## src/verilog/fpt_pkg.sv

```systemverilog
// Constants and types for the flash program/erase timing block
package fpt_pkg;
  localparam int unsigned NUM_TIMING  = 9;
  localparam int unsigned PHASE_CNT_W = 21;
  localparam int unsigned PRESC_DIV_W = 5;

  // Register indices on the register port
  localparam logic [3:0] IDX_PRESCALER  = 4'h0;
  localparam logic [3:0] IDX_START      = 4'h1;
  localparam logic [3:0] IDX_TRANSITION = 4'h2;
  localparam logic [3:0] IDX_PROGRAM    = 4'h3;
  localparam logic [3:0] IDX_PAGE_ERASE = 4'h4;
  localparam logic [3:0] IDX_MOD_ERASE  = 4'h5;
  localparam logic [3:0] IDX_END        = 4'h6;
  localparam logic [3:0] IDX_MOD_END    = 4'h7;
  localparam logic [3:0] IDX_RECOVERY   = 4'h8;
  localparam logic [3:0] IDX_FUNC       = 4'h9;
  localparam logic [3:0] IDX_PROT       = 4'ha;
  localparam logic [3:0] IDX_CSTART     = 4'hb;
  localparam logic [3:0] IDX_STATUS     = 4'hc;
  localparam logic [3:0] IDX_FUNC_MIR   = 4'hd;
  localparam logic [3:0] IDX_PROT_MIR   = 4'he;
  localparam logic [3:0] IDX_CSTART_MIR = 4'hf;

  // Reset values, index 0 in the low byte
  localparam logic [NUM_TIMING-1:0][7:0] TIMING_RST =
    {8'h04, 8'h3c, 8'h18, 8'hea, 8'h04, 8'h16, 8'h30, 8'h18, 8'h04};
  localparam logic [7:0] PRESC_MASK = 8'h1f;

  // Status field positions
  localparam int unsigned ST_DATA_LOSS_ERROR = 4;
  localparam int unsigned ST_FULL = 3;
  localparam int unsigned ST_BUSY = 2;

  // Pulse multipliers as shift counts
  localparam logic [4:0] SHIFT_ONE   = 5'h00;
  localparam logic [4:0] SHIFT_EIGHT = 5'h03;
  localparam logic [4:0] SHIFT_4096  = 5'h0c;

  // Auto-read field positions
  localparam int unsigned BOOT_LSB      = 1;
  localparam int unsigned BOOT_MSB      = 4;
  localparam int unsigned FW_USB_EN_BIT = 0;

  typedef enum logic [1:0] {FPT_CMD_PROG, FPT_CMD_PAGE, FPT_CMD_MODULE} fpt_cmd_e;
  typedef enum logic [2:0] {
    FPT_IDLE, FPT_START, FPT_TRAN1, FPT_PULSE, FPT_TRAN2, FPT_END, FPT_MEND, FPT_RCV
  } fpt_state_e;

  function automatic logic [PHASE_CNT_W-1:0] fpt_len(input logic [7:0] rl,
                                                     input logic [4:0] sh);
    fpt_len = ({13'h0000, rl} + 21'h000001) << sh;
  endfunction
endpackage

```

## src/verilog/fpt_phase_if.sv

```systemverilog
// Load/tick/done bundle between sequencer and phase counter
`timescale 1ns/1ps
interface fpt_phase_if;
  logic                           load;
  logic [fpt_pkg::PHASE_CNT_W-1:0] value;
  logic                           tick;
  logic                           done;
  modport seq (output load, output value, output tick, input done);
  modport cnt (input load, input value, input tick, output done);
endinterface

```

## src/verilog/fpt_top.sv

```systemverilog
// Flash program/erase timing sequencer with reload and auto-read registers
`timescale 1ns/1ps
module fpt_top
  import fpt_pkg::*;
(
  // Clock and reset
  input  wire logic             clk_sys_in,
  input  wire logic             sys_rst_in,
  // Register port
  input  wire logic [3:0]       reg_idx_in,
  input  wire logic             reg_wr_in,
  input  wire logic [15:0]      reg_wdata_in,
  output logic [15:0]           reg_rdata_out,
  // Processor requests
  input  wire logic             req_valid_in,
  input  wire fpt_pkg::fpt_cmd_e req_kind_in,
  input  wire logic             prog_ready_irq_en_in,
  output logic                  prog_buffer_full_out,
  output logic                  data_loss_error_out,
  output logic                  flash_busy_flag_out,
  output logic                  cpu_stall_out,
  output logic                  prog_ready_irq_out,
  // Flash array
  input  wire logic [15:0]      info0_word_in,
  input  wire logic [15:0]      info1_word_in,
  output logic                  flash_pulse_out,
  output fpt_pkg::fpt_cmd_e     flash_pulse_kind_out,
  // Auto-read functions
  input  wire logic             usb_ctrl_lowpower_in,
  output logic                  usb_xcvr_lowpower_out,
  output logic [15:0]           code_start_address_out
);
  typedef struct packed {
    logic [NUM_TIMING-1:0][7:0] tim;
    fpt_state_e                 st;
    logic                       buf_full;
    fpt_cmd_e                   buf_kind;
    fpt_cmd_e                   cur_kind;
    logic                       data_loss_error;
    logic                       busy;
    logic                       latched;
    logic [15:0]                fw;
    logic [15:0]                pw;
    logic [15:0]                csa;
    logic [15:0]                rdata;
    logic                       stall;
    logic                       irq;
    logic                       pulse;
    logic                       usb_lp;
  } fpt_top_s;

  localparam fpt_top_s TOP_RST = '{
    tim: TIMING_RST, st: FPT_IDLE, buf_full: 1'b0, buf_kind: FPT_CMD_PROG,
    cur_kind: FPT_CMD_PROG, data_loss_error: 1'b0, busy: 1'b0, latched: 1'b0, fw: 16'h0000,
    pw: 16'h0000, csa: 16'h0000, rdata: 16'h0000, stall: 1'b0, irq: 1'b0,
    pulse: 1'b0, usb_lp: 1'b1};

  fpt_top_s                q_reg, q_next;
  logic                    ld;
  logic [PHASE_CNT_W-1:0]  ldv;
  logic                    tick;
  fpt_phase_if             ph();

  fpt_prescaler #(
    .DIV_W      (PRESC_DIV_W)
  ) u_presc (
    .clk_sys_in (clk_sys_in),
    .sys_rst_in (sys_rst_in),
    .divisor_in (q_reg.tim[IDX_PRESCALER][PRESC_DIV_W-1:0]),
    .tick_out   (tick)
  );

  fpt_phase_cnt #(
    .CNT_W      (PHASE_CNT_W)
  ) u_cnt (
    .clk_sys_in (clk_sys_in),
    .sys_rst_in (sys_rst_in),
    .ph         (ph)
  );

  assign ph.load  = ld;
  assign ph.value = ldv;
  assign ph.tick  = tick;

  always_comb begin
    q_next = q_reg;
    ld = 1'b0;
    ldv = '0;
    q_next.irq = 1'b0;
    // Straps are caught on the first clocked cycle after release, not by the reset itself
    if (!q_reg.latched) begin
      q_next.latched = 1'b1;
      q_next.fw = info0_word_in;
      q_next.pw = info1_word_in;
      q_next.csa = {1'b0, ~info1_word_in[BOOT_MSB:BOOT_LSB], 11'h000};
    end
    q_next.usb_lp = q_reg.fw[FW_USB_EN_BIT] ? usb_ctrl_lowpower_in : 1'b1;
    // Busy timing writes are honoured; software is trusted not to make them
    if (reg_wr_in) begin
      case (reg_idx_in)
        IDX_PRESCALER: q_next.tim[IDX_PRESCALER] = reg_wdata_in[7:0] & PRESC_MASK;
        IDX_START, IDX_TRANSITION, IDX_PROGRAM, IDX_PAGE_ERASE, IDX_MOD_ERASE,
        IDX_END, IDX_MOD_END, IDX_RECOVERY: q_next.tim[reg_idx_in] = reg_wdata_in[7:0];
        IDX_STATUS: begin
          if (reg_wdata_in[ST_DATA_LOSS_ERROR]) begin
            q_next.data_loss_error = 1'b0;
          end
        end
        default: ;
      endcase
    end
    // Overrun set comes after the clear so it wins in a shared cycle
    if (req_valid_in) begin
      if (q_reg.buf_full) begin
        q_next.data_loss_error = 1'b1;
      end else begin
        q_next.buf_full = 1'b1;
        q_next.buf_kind = req_kind_in;
      end
    end
    q_next.stall = q_reg.busy && req_valid_in;
    case (q_reg.st)
      FPT_IDLE: begin
        if (q_reg.buf_full) begin
          q_next.buf_full = 1'b0;
          q_next.cur_kind = q_reg.buf_kind;
          q_next.irq = prog_ready_irq_en_in;
          q_next.st = FPT_START;
          ld = 1'b1;
          ldv = fpt_len(q_reg.tim[IDX_START], SHIFT_ONE);
        end
      end
      FPT_START: begin
        if (ph.done) begin
          q_next.st = FPT_TRAN1;
          ld = 1'b1;
          ldv = fpt_len(q_reg.tim[IDX_TRANSITION], SHIFT_ONE);
        end
      end
      FPT_TRAN1: begin
        if (ph.done) begin
          q_next.st = FPT_PULSE;
          q_next.pulse = 1'b1;
          ld = 1'b1;
          case (q_reg.cur_kind)
            FPT_CMD_PAGE: ldv = fpt_len(q_reg.tim[IDX_PAGE_ERASE], SHIFT_4096);
            FPT_CMD_MODULE: ldv = fpt_len(q_reg.tim[IDX_MOD_ERASE], SHIFT_4096);
            default: ldv = fpt_len(q_reg.tim[IDX_PROGRAM], SHIFT_EIGHT);
          endcase
        end
      end
      FPT_PULSE: begin
        if (ph.done) begin
          q_next.st = FPT_TRAN2;
          q_next.pulse = 1'b0;
          ld = 1'b1;
          ldv = fpt_len(q_reg.tim[IDX_TRANSITION], SHIFT_ONE);
        end
      end
      FPT_TRAN2: begin
        if (ph.done) begin
          ld = 1'b1;
          if (q_reg.cur_kind == FPT_CMD_MODULE) begin
            q_next.st = FPT_MEND;
            ldv = fpt_len(q_reg.tim[IDX_MOD_END], SHIFT_EIGHT);
          end else begin
            q_next.st = FPT_END;
            ldv = fpt_len(q_reg.tim[IDX_END], SHIFT_ONE);
          end
        end
      end
      FPT_END, FPT_MEND: begin
        if (ph.done) begin
          q_next.st = FPT_RCV;
          ld = 1'b1;
          ldv = fpt_len(q_reg.tim[IDX_RECOVERY], SHIFT_ONE);
        end
      end
      FPT_RCV: begin
        if (ph.done) begin
          q_next.st = FPT_IDLE;
        end
      end
      default: q_next.st = FPT_IDLE;
    endcase
    q_next.busy = (q_next.st != FPT_IDLE);
    case (reg_idx_in)
      IDX_FUNC, IDX_FUNC_MIR: q_next.rdata = q_reg.fw;
      IDX_PROT, IDX_PROT_MIR: q_next.rdata = q_reg.pw;
      IDX_CSTART, IDX_CSTART_MIR: q_next.rdata = q_reg.csa;
      IDX_STATUS: begin
        q_next.rdata = '0;
        q_next.rdata[ST_DATA_LOSS_ERROR] = q_reg.data_loss_error;
        q_next.rdata[ST_FULL] = q_reg.buf_full;
        q_next.rdata[ST_BUSY] = q_reg.busy;
      end
      default: q_next.rdata = {8'h00, q_reg.tim[reg_idx_in]};
    endcase
  end

  always_ff @(posedge clk_sys_in or posedge sys_rst_in) begin
    if (sys_rst_in) begin
      q_reg <= TOP_RST;
    end else begin
      q_reg <= q_next;
    end
  end

  assign reg_rdata_out          = q_reg.rdata;
  assign prog_buffer_full_out   = q_reg.buf_full;
  assign data_loss_error_out    = q_reg.data_loss_error;
  assign flash_busy_flag_out    = q_reg.busy;
  assign cpu_stall_out          = q_reg.stall;
  assign prog_ready_irq_out     = q_reg.irq;
  assign flash_pulse_out        = q_reg.pulse;
  assign flash_pulse_kind_out   = q_reg.cur_kind;
  assign usb_xcvr_lowpower_out  = q_reg.usb_lp;
  assign code_start_address_out = q_reg.csa;

  // Checks
  property p_full_refuses;
    @(posedge clk_sys_in) disable iff (sys_rst_in)
      q_reg.buf_full && req_valid_in && q_reg.st != FPT_IDLE
      |=> q_reg.buf_full && q_reg.buf_kind == $past(q_reg.buf_kind);
  endproperty
  a_full_refuses: assert property (p_full_refuses)
    else $error("full buffer accepted a request");

  property p_ready_irq;
    @(posedge clk_sys_in) disable iff (sys_rst_in)
      q_reg.st == FPT_IDLE && q_reg.buf_full && prog_ready_irq_en_in
      |=> prog_ready_irq_out && !prog_buffer_full_out ##1 !prog_ready_irq_out;
  endproperty
  a_ready_irq: assert property (p_ready_irq)
    else $error("ready interrupt missing or not a single pulse");

  property p_overrun;
    @(posedge clk_sys_in) disable iff (sys_rst_in)
      q_reg.buf_full && req_valid_in |=> data_loss_error_out;
  endproperty
  a_overrun: assert property (p_overrun)
    else $error("overrun did not set data loss flag");

  property p_data_loss_error_w0;
    @(posedge clk_sys_in) disable iff (sys_rst_in)
      q_reg.data_loss_error && reg_wr_in && reg_idx_in == IDX_STATUS && !reg_wdata_in[ST_DATA_LOSS_ERROR]
      |=> data_loss_error_out;
  endproperty
  a_data_loss_error_w0: assert property (p_data_loss_error_w0)
    else $error("writing 0 changed data loss flag");

  property p_data_loss_error_w1;
    @(posedge clk_sys_in) disable iff (sys_rst_in)
      reg_wr_in && reg_idx_in == IDX_STATUS && reg_wdata_in[ST_DATA_LOSS_ERROR]
      && !(req_valid_in && q_reg.buf_full) |=> !data_loss_error_out;
  endproperty
  a_data_loss_error_w1: assert property (p_data_loss_error_w1)
    else $error("writing 1 did not clear data loss flag");

  property p_start_len;
    @(posedge clk_sys_in) disable iff (sys_rst_in)
      ld && q_next.st == FPT_START |-> ldv == {13'h0000, q_reg.tim[IDX_START]} + 21'h1;
  endproperty
  a_start_len: assert property (p_start_len)
    else $error("start phase length wrong");

  property p_prog_len;
    @(posedge clk_sys_in) disable iff (sys_rst_in)
      ld && q_next.st == FPT_PULSE && q_reg.cur_kind == FPT_CMD_PROG
      |-> ldv == ({13'h0000, q_reg.tim[IDX_PROGRAM]} + 21'h1) * 21'h8;
  endproperty
  a_prog_len: assert property (p_prog_len)
    else $error("program pulse length wrong");

  property p_merase_len;
    @(posedge clk_sys_in) disable iff (sys_rst_in)
      ld && q_next.st == FPT_PULSE && q_reg.cur_kind == FPT_CMD_MODULE
      |-> ldv == ({13'h0000, q_reg.tim[IDX_MOD_ERASE]} + 21'h1) * 21'h1000;
  endproperty
  a_merase_len: assert property (p_merase_len)
    else $error("module erase pulse length wrong");

  property p_page_len;
    @(posedge clk_sys_in) disable iff (sys_rst_in)
      ld && q_next.st == FPT_PULSE && q_reg.cur_kind == FPT_CMD_PAGE
      |-> ldv == ({13'h0000, q_reg.tim[IDX_PAGE_ERASE]} + 21'h1) * 21'h1000;
  endproperty
  a_page_len: assert property (p_page_len)
    else $error("page erase pulse length wrong");

  property p_mend_len;
    @(posedge clk_sys_in) disable iff (sys_rst_in)
      ld && q_next.st == FPT_MEND
      |-> ldv == ({13'h0000, q_reg.tim[IDX_MOD_END]} + 21'h1) * 21'h8;
  endproperty
  a_mend_len: assert property (p_mend_len)
    else $error("module end delay length wrong");

  property p_cstart;
    @(posedge clk_sys_in) disable iff (sys_rst_in)
      q_reg.latched |-> code_start_address_out[10:0] == 11'h000
      && !code_start_address_out[15]
      && code_start_address_out[14:11] == ~q_reg.pw[BOOT_MSB:BOOT_LSB];
  endproperty
  a_cstart: assert property (p_cstart)
    else $error("code start address malformed");

  property p_stall;
    @(posedge clk_sys_in) disable iff (sys_rst_in)
      flash_busy_flag_out && req_valid_in |=> cpu_stall_out;
  endproperty
  a_stall: assert property (p_stall)
    else $error("busy request did not stall");

  property p_usb_lp;
    @(posedge clk_sys_in) disable iff (sys_rst_in)
      q_reg.latched && !q_reg.fw[FW_USB_EN_BIT] |=> usb_xcvr_lowpower_out;
  endproperty
  a_usb_lp: assert property (p_usb_lp)
    else $error("transceiver not forced to low power");

  c_prog_pulse: cover property (@(posedge clk_sys_in) disable iff (sys_rst_in)
    flash_pulse_out && flash_pulse_kind_out == FPT_CMD_PROG);
  c_mod_end: cover property (@(posedge clk_sys_in) disable iff (sys_rst_in)
    q_reg.st == FPT_MEND && ph.done);
  c_overrun: cover property (@(posedge clk_sys_in) disable iff (sys_rst_in)
    q_reg.buf_full && req_valid_in);
endmodule

```

## src/verilog/fpt_prescaler.sv

```systemverilog
// System clock prescaler producing one-cycle ticks
`timescale 1ns/1ps
module fpt_prescaler #(
  parameter int unsigned DIV_W = 5
) (
  // Clock and reset
  input  wire logic             clk_sys_in,
  input  wire logic             sys_rst_in,
  // Divisor and tick
  input  wire logic [DIV_W-1:0] divisor_in,
  output logic                  tick_out
);
  typedef struct packed {
    logic [DIV_W-1:0] cnt;
    logic             tick;
  } fpt_presc_s;
  fpt_presc_s q_reg, q_next;

  if (DIV_W < 1 || DIV_W > 8) begin : g_chk
    $error("fpt_prescaler: DIV_W out of range");
  end

  always_comb begin
    q_next = q_reg;
    q_next.tick = (q_reg.cnt >= divisor_in);
    q_next.cnt = q_next.tick ? '0 : q_reg.cnt + 1'b1;
  end

  always_ff @(posedge clk_sys_in or posedge sys_rst_in) begin
    if (sys_rst_in) begin
      q_reg <= '0;
    end else begin
      q_reg <= q_next;
    end
  end

  assign tick_out = q_reg.tick;
endmodule

```

## src/verilog/fpt_phase_cnt.sv

```systemverilog
// Phase down-counter advanced by prescaler ticks
`timescale 1ns/1ps
module fpt_phase_cnt #(
  parameter int unsigned CNT_W = 21
) (
  // Clock and reset
  input wire logic   clk_sys_in,
  input wire logic   sys_rst_in,
  // Sequencer side
  fpt_phase_if.cnt   ph
);
  typedef struct packed {
    logic [CNT_W-1:0] cnt;
  } fpt_cnt_s;
  fpt_cnt_s q_reg, q_next;

  if (CNT_W < fpt_pkg::PHASE_CNT_W) begin : g_chk
    $error("fpt_phase_cnt: CNT_W too small for longest pulse");
  end

  always_comb begin
    q_next = q_reg;
    if (ph.load) begin
      q_next.cnt = CNT_W'(ph.value);
    end else if (ph.tick && q_reg.cnt != '0) begin
      q_next.cnt = q_reg.cnt - 1'b1;
    end
  end

  always_ff @(posedge clk_sys_in or posedge sys_rst_in) begin
    if (sys_rst_in) begin
      q_reg <= '0;
    end else begin
      q_reg <= q_next;
    end
  end

  // Last tick of the phase; load wins over a same-cycle tick, so that tick is not counted.
  // Done must not look at load: the sequencer raises load from done, which would close a loop.
  assign ph.done = ph.tick && (q_reg.cnt == CNT_W'(1));
endmodule

```

## config.mk

```make
export PLATFORM = sky130hd
export DESIGN_NAME = fpt_top
export DESIGN_NICKNAME = d
export VERILOG_FILES = /design/src/verilog/fpt_pkg.sv /design/src/verilog/fpt_phase_if.sv /design/src/verilog/fpt_top.sv /design/src/verilog/fpt_prescaler.sv /design/src/verilog/fpt_phase_cnt.sv
export SDC_FILE = /design/constraint.sdc
export NUM_CORES = 1
export LEC_CHECK = 0
export ABC_AREA = 1
export BUFFER_PORTS_ARGS = -buffer_cell sky130_fd_sc_hd__buf_2
export CAP_MARGIN = 20
export CORE_MARGIN = 2
export CORE_UTILIZATION = 35
export CTS_CLUSTER_DIAMETER = 50
export DETAILED_ROUTE_END_ITERATION = 7
export HOLD_SLACK_MARGIN = 0.08
export PLACE_DENSITY = 0.57
export SYNTH_ARGS = -nofsm -noshare
export SYNTH_HDL_FRONTEND = slang
export SYNTH_SLANG_ARGS = --single-unit
```

## constraint.sdc

```tcl
create_clock -name clk_sys_in -period 5.57 [get_ports clk_sys_in]
set_input_delay 0.2785 -clock clk_sys_in [delete_from_list [all_inputs] [get_ports clk_sys_in]]
set_output_delay 0.2785 -clock clk_sys_in [all_outputs]
set_load 0.005 [all_outputs]
```

# Word-level counts from Yosys, hierarchy flattened
# Cells that the tools add are included.
# W data, S select, Z words.
[op_classes] n_addsub=10 multipliers=0 div=0 order_cmp=3 eq_ne=27 shifts=0 mux=44 bitwise=2 reduce_logical=23
[ops] op="$pmux W21 S5" count=1
[ops] op="$add A8 B1 Y9 const B" count=8
[ops] op="$bwmux W72" count=1
[ops] op="$pmux W16 S4" count=1
[ops] op="$mux W21" count=3
[ops] op="$pmux W21 S2" count=1
[ops] op="$bmux W8 S4" count=1
[ops] op="$demux W8 S4" count=1
[ops] op="$eq A4 B4 Y1 const B" count=8
[ops] op="$mux W9" count=3
[ops] op="$mux W12" count=2
[ops] op="$eq A21 B1 Y1 const B" count=1
[ops] op="$mux W3" count=7
[ops] op="$pmux W3 S7" count=1
[ops] op="$reduce_bool A21 Y1" count=1
[ops] op="$sub A21 B1 Y21 const B" count=1
[ops] op="$eq A4 B3 Y1 const B" count=4
[ops] op="$mux W8" count=2
[ops] op="$pmux W8 S2" count=1
[ops] op="$mux W1" count=13
[ops] op="$eq A3 B3 Y1 const B" count=4
[ops] op="$reduce_or A2 Y1" count=5
[ops] op="$eq A4 B2 Y1 const B" count=2
[ops] op="$reduce_and A2 Y1" count=4
[ops] op="other kinds (24)" count=33
[totals] register_bits=166 latchBits=0 mem_bits_rw=0 romBits=0 in_bits=60 output_inout_bits=41 wordCells=136 mem_count=0

# Longest topological paths before layout
[logic_depth] ltp_word=6 ltp_mapped=16 depth_no_buf=15

# Hierarchy
# From an unflattened synthesis, not the netlist that was laid out.
[hier_totals] cells_unflattened=1350 area_unflattened_um2=9838.2
[by_module_without_submodules] mod="fpt_top" instances=1 cells_per_inst=1049 area_each_um2=7793.7 seq_area_each_um2=3505.9
[by_module_without_submodules] mod="fpt_phase_cnt" instances=1 cells_per_inst=259 area_each_um2=1679.1 seq_area_each_um2=525.5
[by_module_without_submodules] mod="fpt_prescaler" instances=1 cells_per_inst=42 area_each_um2=365.4 seq_area_each_um2=150.1

# Least setup slack after synthesis
# No wires, ideal clock.
[synth_path] path_kind="reg-to-reg" startpoint="register q_reg (netlist bit flash_pulse_kind_out[0])" endpoint="register u_cnt.q_reg[18] (netlist bit)" setup_time_ns=0.113 arrival_time_ns=1.802 t_required_ns=5.457 slack_ns=3.655 stages_incl_launch_ff=15 cell_sequence="dfrtp_1 inv_1 ha_1 buf_2 o21ai_0 ha_1 nand2_1 nor2_1 nand3b_1 nand2_1 inv_1 nand2_1 nand3_1 nand2_1 inv_1"
[synth_via] elab_chain_cells=5 elab_cells_between_ends=6 cone_classes="2 x eq/ne; 4 x mux"
[synth_rtl] item="from (decl)" line="fpt_top.sv:58" text="fpt_top_s q_reg, q_next;"
[synth_rtl] item="from (signal assigned)" line="fpt_top.sv:205" text="q_reg <= q_next;"
[synth_rtl] item="$eq A2 B2 Y1 or $eq A2 B1 Y1 (tied branches)" line="fpt_top.sv:145" text="case (q_reg.cur_kind)"
[synth_rtl] item="$pmux W21 S2 (*)" line="fpt_top.sv:145"
[synth_rtl] item="$mux W21 (*)" line="fpt_top.sv:141" text="if (ph.done) begin"
[synth_rtl] item="$pmux W21 S5 (*)" line="fpt_top.sv:122" text="case (q_reg.st)"
[synth_rtl] item="$mux W21 (*)" line="fpt_phase_cnt.sv:23" text="if (ph.load) begin"
[synth_rtl] item="to (signal assigned)" line="fpt_phase_cnt.sv:34" text="q_reg <= q_next;"
[synth_rtl] item="to (decl)" line="fpt_phase_cnt.sv:15" text="fpt_cnt_s q_reg, q_next;"
# Every way passes the cells marked *; elsewhere a longest branch is shown, timed or not.
# A chain may end at the register's enable or synchronous reset.

# Final worst setup path
[layout_path] startpoint="register q_reg (netlist bit flash_pulse_kind_out[0])" endpoint="register u_cnt.q_reg[16] (netlist bit)"
# Same word-level chain as after synthesis.

==> qor.yml <==
floorplan:
  dieArea_um2: 29500
  core_um2: 27700
  io_pins: 101
  start_util_pct: 35.5
  die_w_um: 172
  rows: 61
  die_h_um: 172
yosys:
  netlist_area_um2: 9830
  synth_seq_area_share_pct: 42.5
  synth.most_common_cell: "nand2_1"
  async_reset_ff_share_pct: 100
  synth.top_cell.area_share_pct: 36.6
  avgSynthCellArea_um2: 7.33
  synth_edf_count: 0
  synth-seq-cells: 166
  synth_commonest_cells: "nand2_1 (399), inv_1 (168), dfrtp_1 (144)"
  synth_ff_type: "dfrtp_1"
  netlist_instances: 1342
  synth_top_area_cell: "dfrtp_1"
  synth_cell_types: 44
  ys_top_cells_by_area: "dfrtp_1 (37%), nand2_1 (15%), o21ai_0 (7.1%), inv_1 (6.4%), dfstp_2 (5.9%)"
  ys_warn_count: 0
routing:
  firstDrtPassIters: 5
  post_drt_wl_per_cell_um: 16.7
  vias: 9070
  drt_iter0_markers: 826
  totalWireLength_mm: 30.3
  antenna_left: 0
  via_per_inst: 5.00
  route.detailed.drc: 0
setup_path:
  crit_path_end_kind: "flip-flop"
  crit_top_cell: "nand2_1"
  crit_path_cell_trace: "inv_1 -> ha_1 -> inv_1 -> nand2_1 -> nand2_1 -> ha_1 -> nand2_1 -> nor2_1 -> nand2_1 -> nand2_1 -> nor2_1 -> nand3_1 -> nand2_1 -> nand2_1 -> nand2_1"
  path_max_fanout: 18
  critPathKind: "flip-flop to flip-flop"
  critPathLaunchType: "flip-flop"
  worst_path_largest_cell_delay_ns: 0.65
  cp.required_ns: 5.96
  slowest_stage: "ha_1"
  cp.arrival_ns: 3.27
status:
  status: "completed"
run:
  drv_cap: 0
global_routing:
  grt_use_total_pct: 21.5
  grt_pass1_vias: 8590
  antenna_found_initial: 0
  grt.overflow.total: 0
  grt_max_degree: 74
  grt_pass1_wl_mm: 48.2
pwr:
  power.density_nw_per_um2: 404
  p_leak_uw: 0.00555
  irDropWorstVdd_v: 0.000240
placement:
  io_buffers: 80
  gp_routability_congestion: 0.923
  dpl.hpwl_mm: 22.7
cts:
  ctsResizeCount: 0
  cts.sinks: 166
  htree_num_levels: 4
  path_clk_slew_ns: 0.08
  clk_latency_ns: 0.44
  clock_path_buffers: 2
  post-cts-setup-buffers: 0
  root_buffer: "clkbuf_16"
  hold_buffers: 37
  tritoncts: "done"
  cts_buffers: 17
sta:
  grt_setup_unrepaired: "false"
  finalSetupViolCount: 0
  fin_crit_sh_pct: 51.7
  fmax_mhz: 347
  finalCriticalPeriod_ns: 2.88
  drv_slew: 0
  worst_pin_slew_ns: 0.941
  hold_viol_final: 0
  clock_skew_ns: 0.0139
  tns_ns: 0
  relSlewSlack_pct: 36.6
final_layout:
  final_util_pct: 40.7
  antenna_cells: 0
  largest_reg_flops: 110
  nets: 1499
  fillers: 2891
  layout-drive-gt1-share_pct: 13.4
  area_growth_pct: 14.7
worst_hold_path:
  min_path_type: "input port to flip-flop"
==> routing by layer <==
layer / share of wire, % / routed length (µm) / GRT usage, %
met5: 0 / 0 / 0
met4: 2.1 / 632 / 6.19
met3: 5.9 / 1790 / 3.31
met2: 46 / 14000 / 34.1
met1: 46 / 13900 / 30.4
==> path summary, 6_finish.rpt <==
kind	start	to	slack [ns]	depth (start not counted)
min	info1_word_in[4]	q_reg[40]	0.11	3
min in group asynchronous	sys_rst_in	q_reg[101]	0.40	3
min reg2reg	u_presc.q_reg[1]	u_presc.q_reg[1]	0.48	1
max in group asynchronous	sys_rst_in	code_start_address_out[13]	3.91	4
max	flash_pulse_kind_out[0]	u_cnt.q_reg[16]	2.69	15
max reg2reg	flash_pulse_kind_out[0]	u_cnt.q_reg[16]	2.69	15
==> power by group <==
part / switching [µW] / internal, µW
clock network: 574 / 608
logic: 1080 / 533
registers: 274 / 1490
==> critical path: cells and delay by family, from the launching register on <==
family        cells  cell delay, ns
buf+inv           2            0.60
fa+ha+maj         2            0.92
simple gates     11            0.93
flops             1            0.37
==> cell type report <==
class                      instances  area, µm²  area share [%]
clock inverter                    13        128            1.13
timing repair buffer             121        801            7.10
inverter                         174        661            5.86
multi-input combinational        942       4590            40.7
clock buffer                      19        443            3.93
sequential                       166       4180            37.1
tap                              378        473            4.19
==> through the flow <==
stage	instances	setup slack, ns	hold slack (ns)	total power (µW)	cell area, µm²
after floorplan	1353	0.838	0.375	2910	9880
after global placement	1744	2.70	0.334	3340	10300
after detailed placement	1744	2.71	0.335	3370	10300
after CTS	1813	2.70	0.104	4580	11300
after global routing	1813	2.39	0.109	4890	11300
final	1813	2.69	0.112	4550	11300
==> layout by cell type, fill, tap and decap left out, types with 6 or more instances in the layout <==
cell type and count:
xnor2_1 8, or2_2 6, a21oi_1 25, nor2_4 6, inv_1 167, nand3_1 97
nand2_1 399, nand4_1 18, o22ai_1 17, nor3_1 8, xor2_1 10, nor2_2 12
o2111ai_1 15, a22oi_1 6, nand2_2 11, clkbuf_16 17, dlygate4sd3_1 37, buf_2 80
o21ai_2 7, conb_1 13, o21ai_0 140, nor2_1 101, inv_6 9, ha_1 17
dfstp_2 22, dfrtp_1 144
==> kinds of logic (layout without fill, tap and decap cells) <==
| group | count (synthesis) | count (layout) | share of synthesized area, % |
|---|---|---|---|
| simple gates | 667 | 667 | 29.1 |
| buf+inv | 245 | 327 | 11.2 |
| compound gates | 225 | 225 | 13.1 |
| flops | 166 | 166 | 42.5 |
| xor+xnor | 18 | 18 | 1.60 |
| fa+ha+maj | 17 | 17 | 2.16 |
| other cells | 2 | 13 | 0.0764 |
| mux | 2 | 2 | 0.229 |
Note: power is estimated with default switching activity, not from simulation.
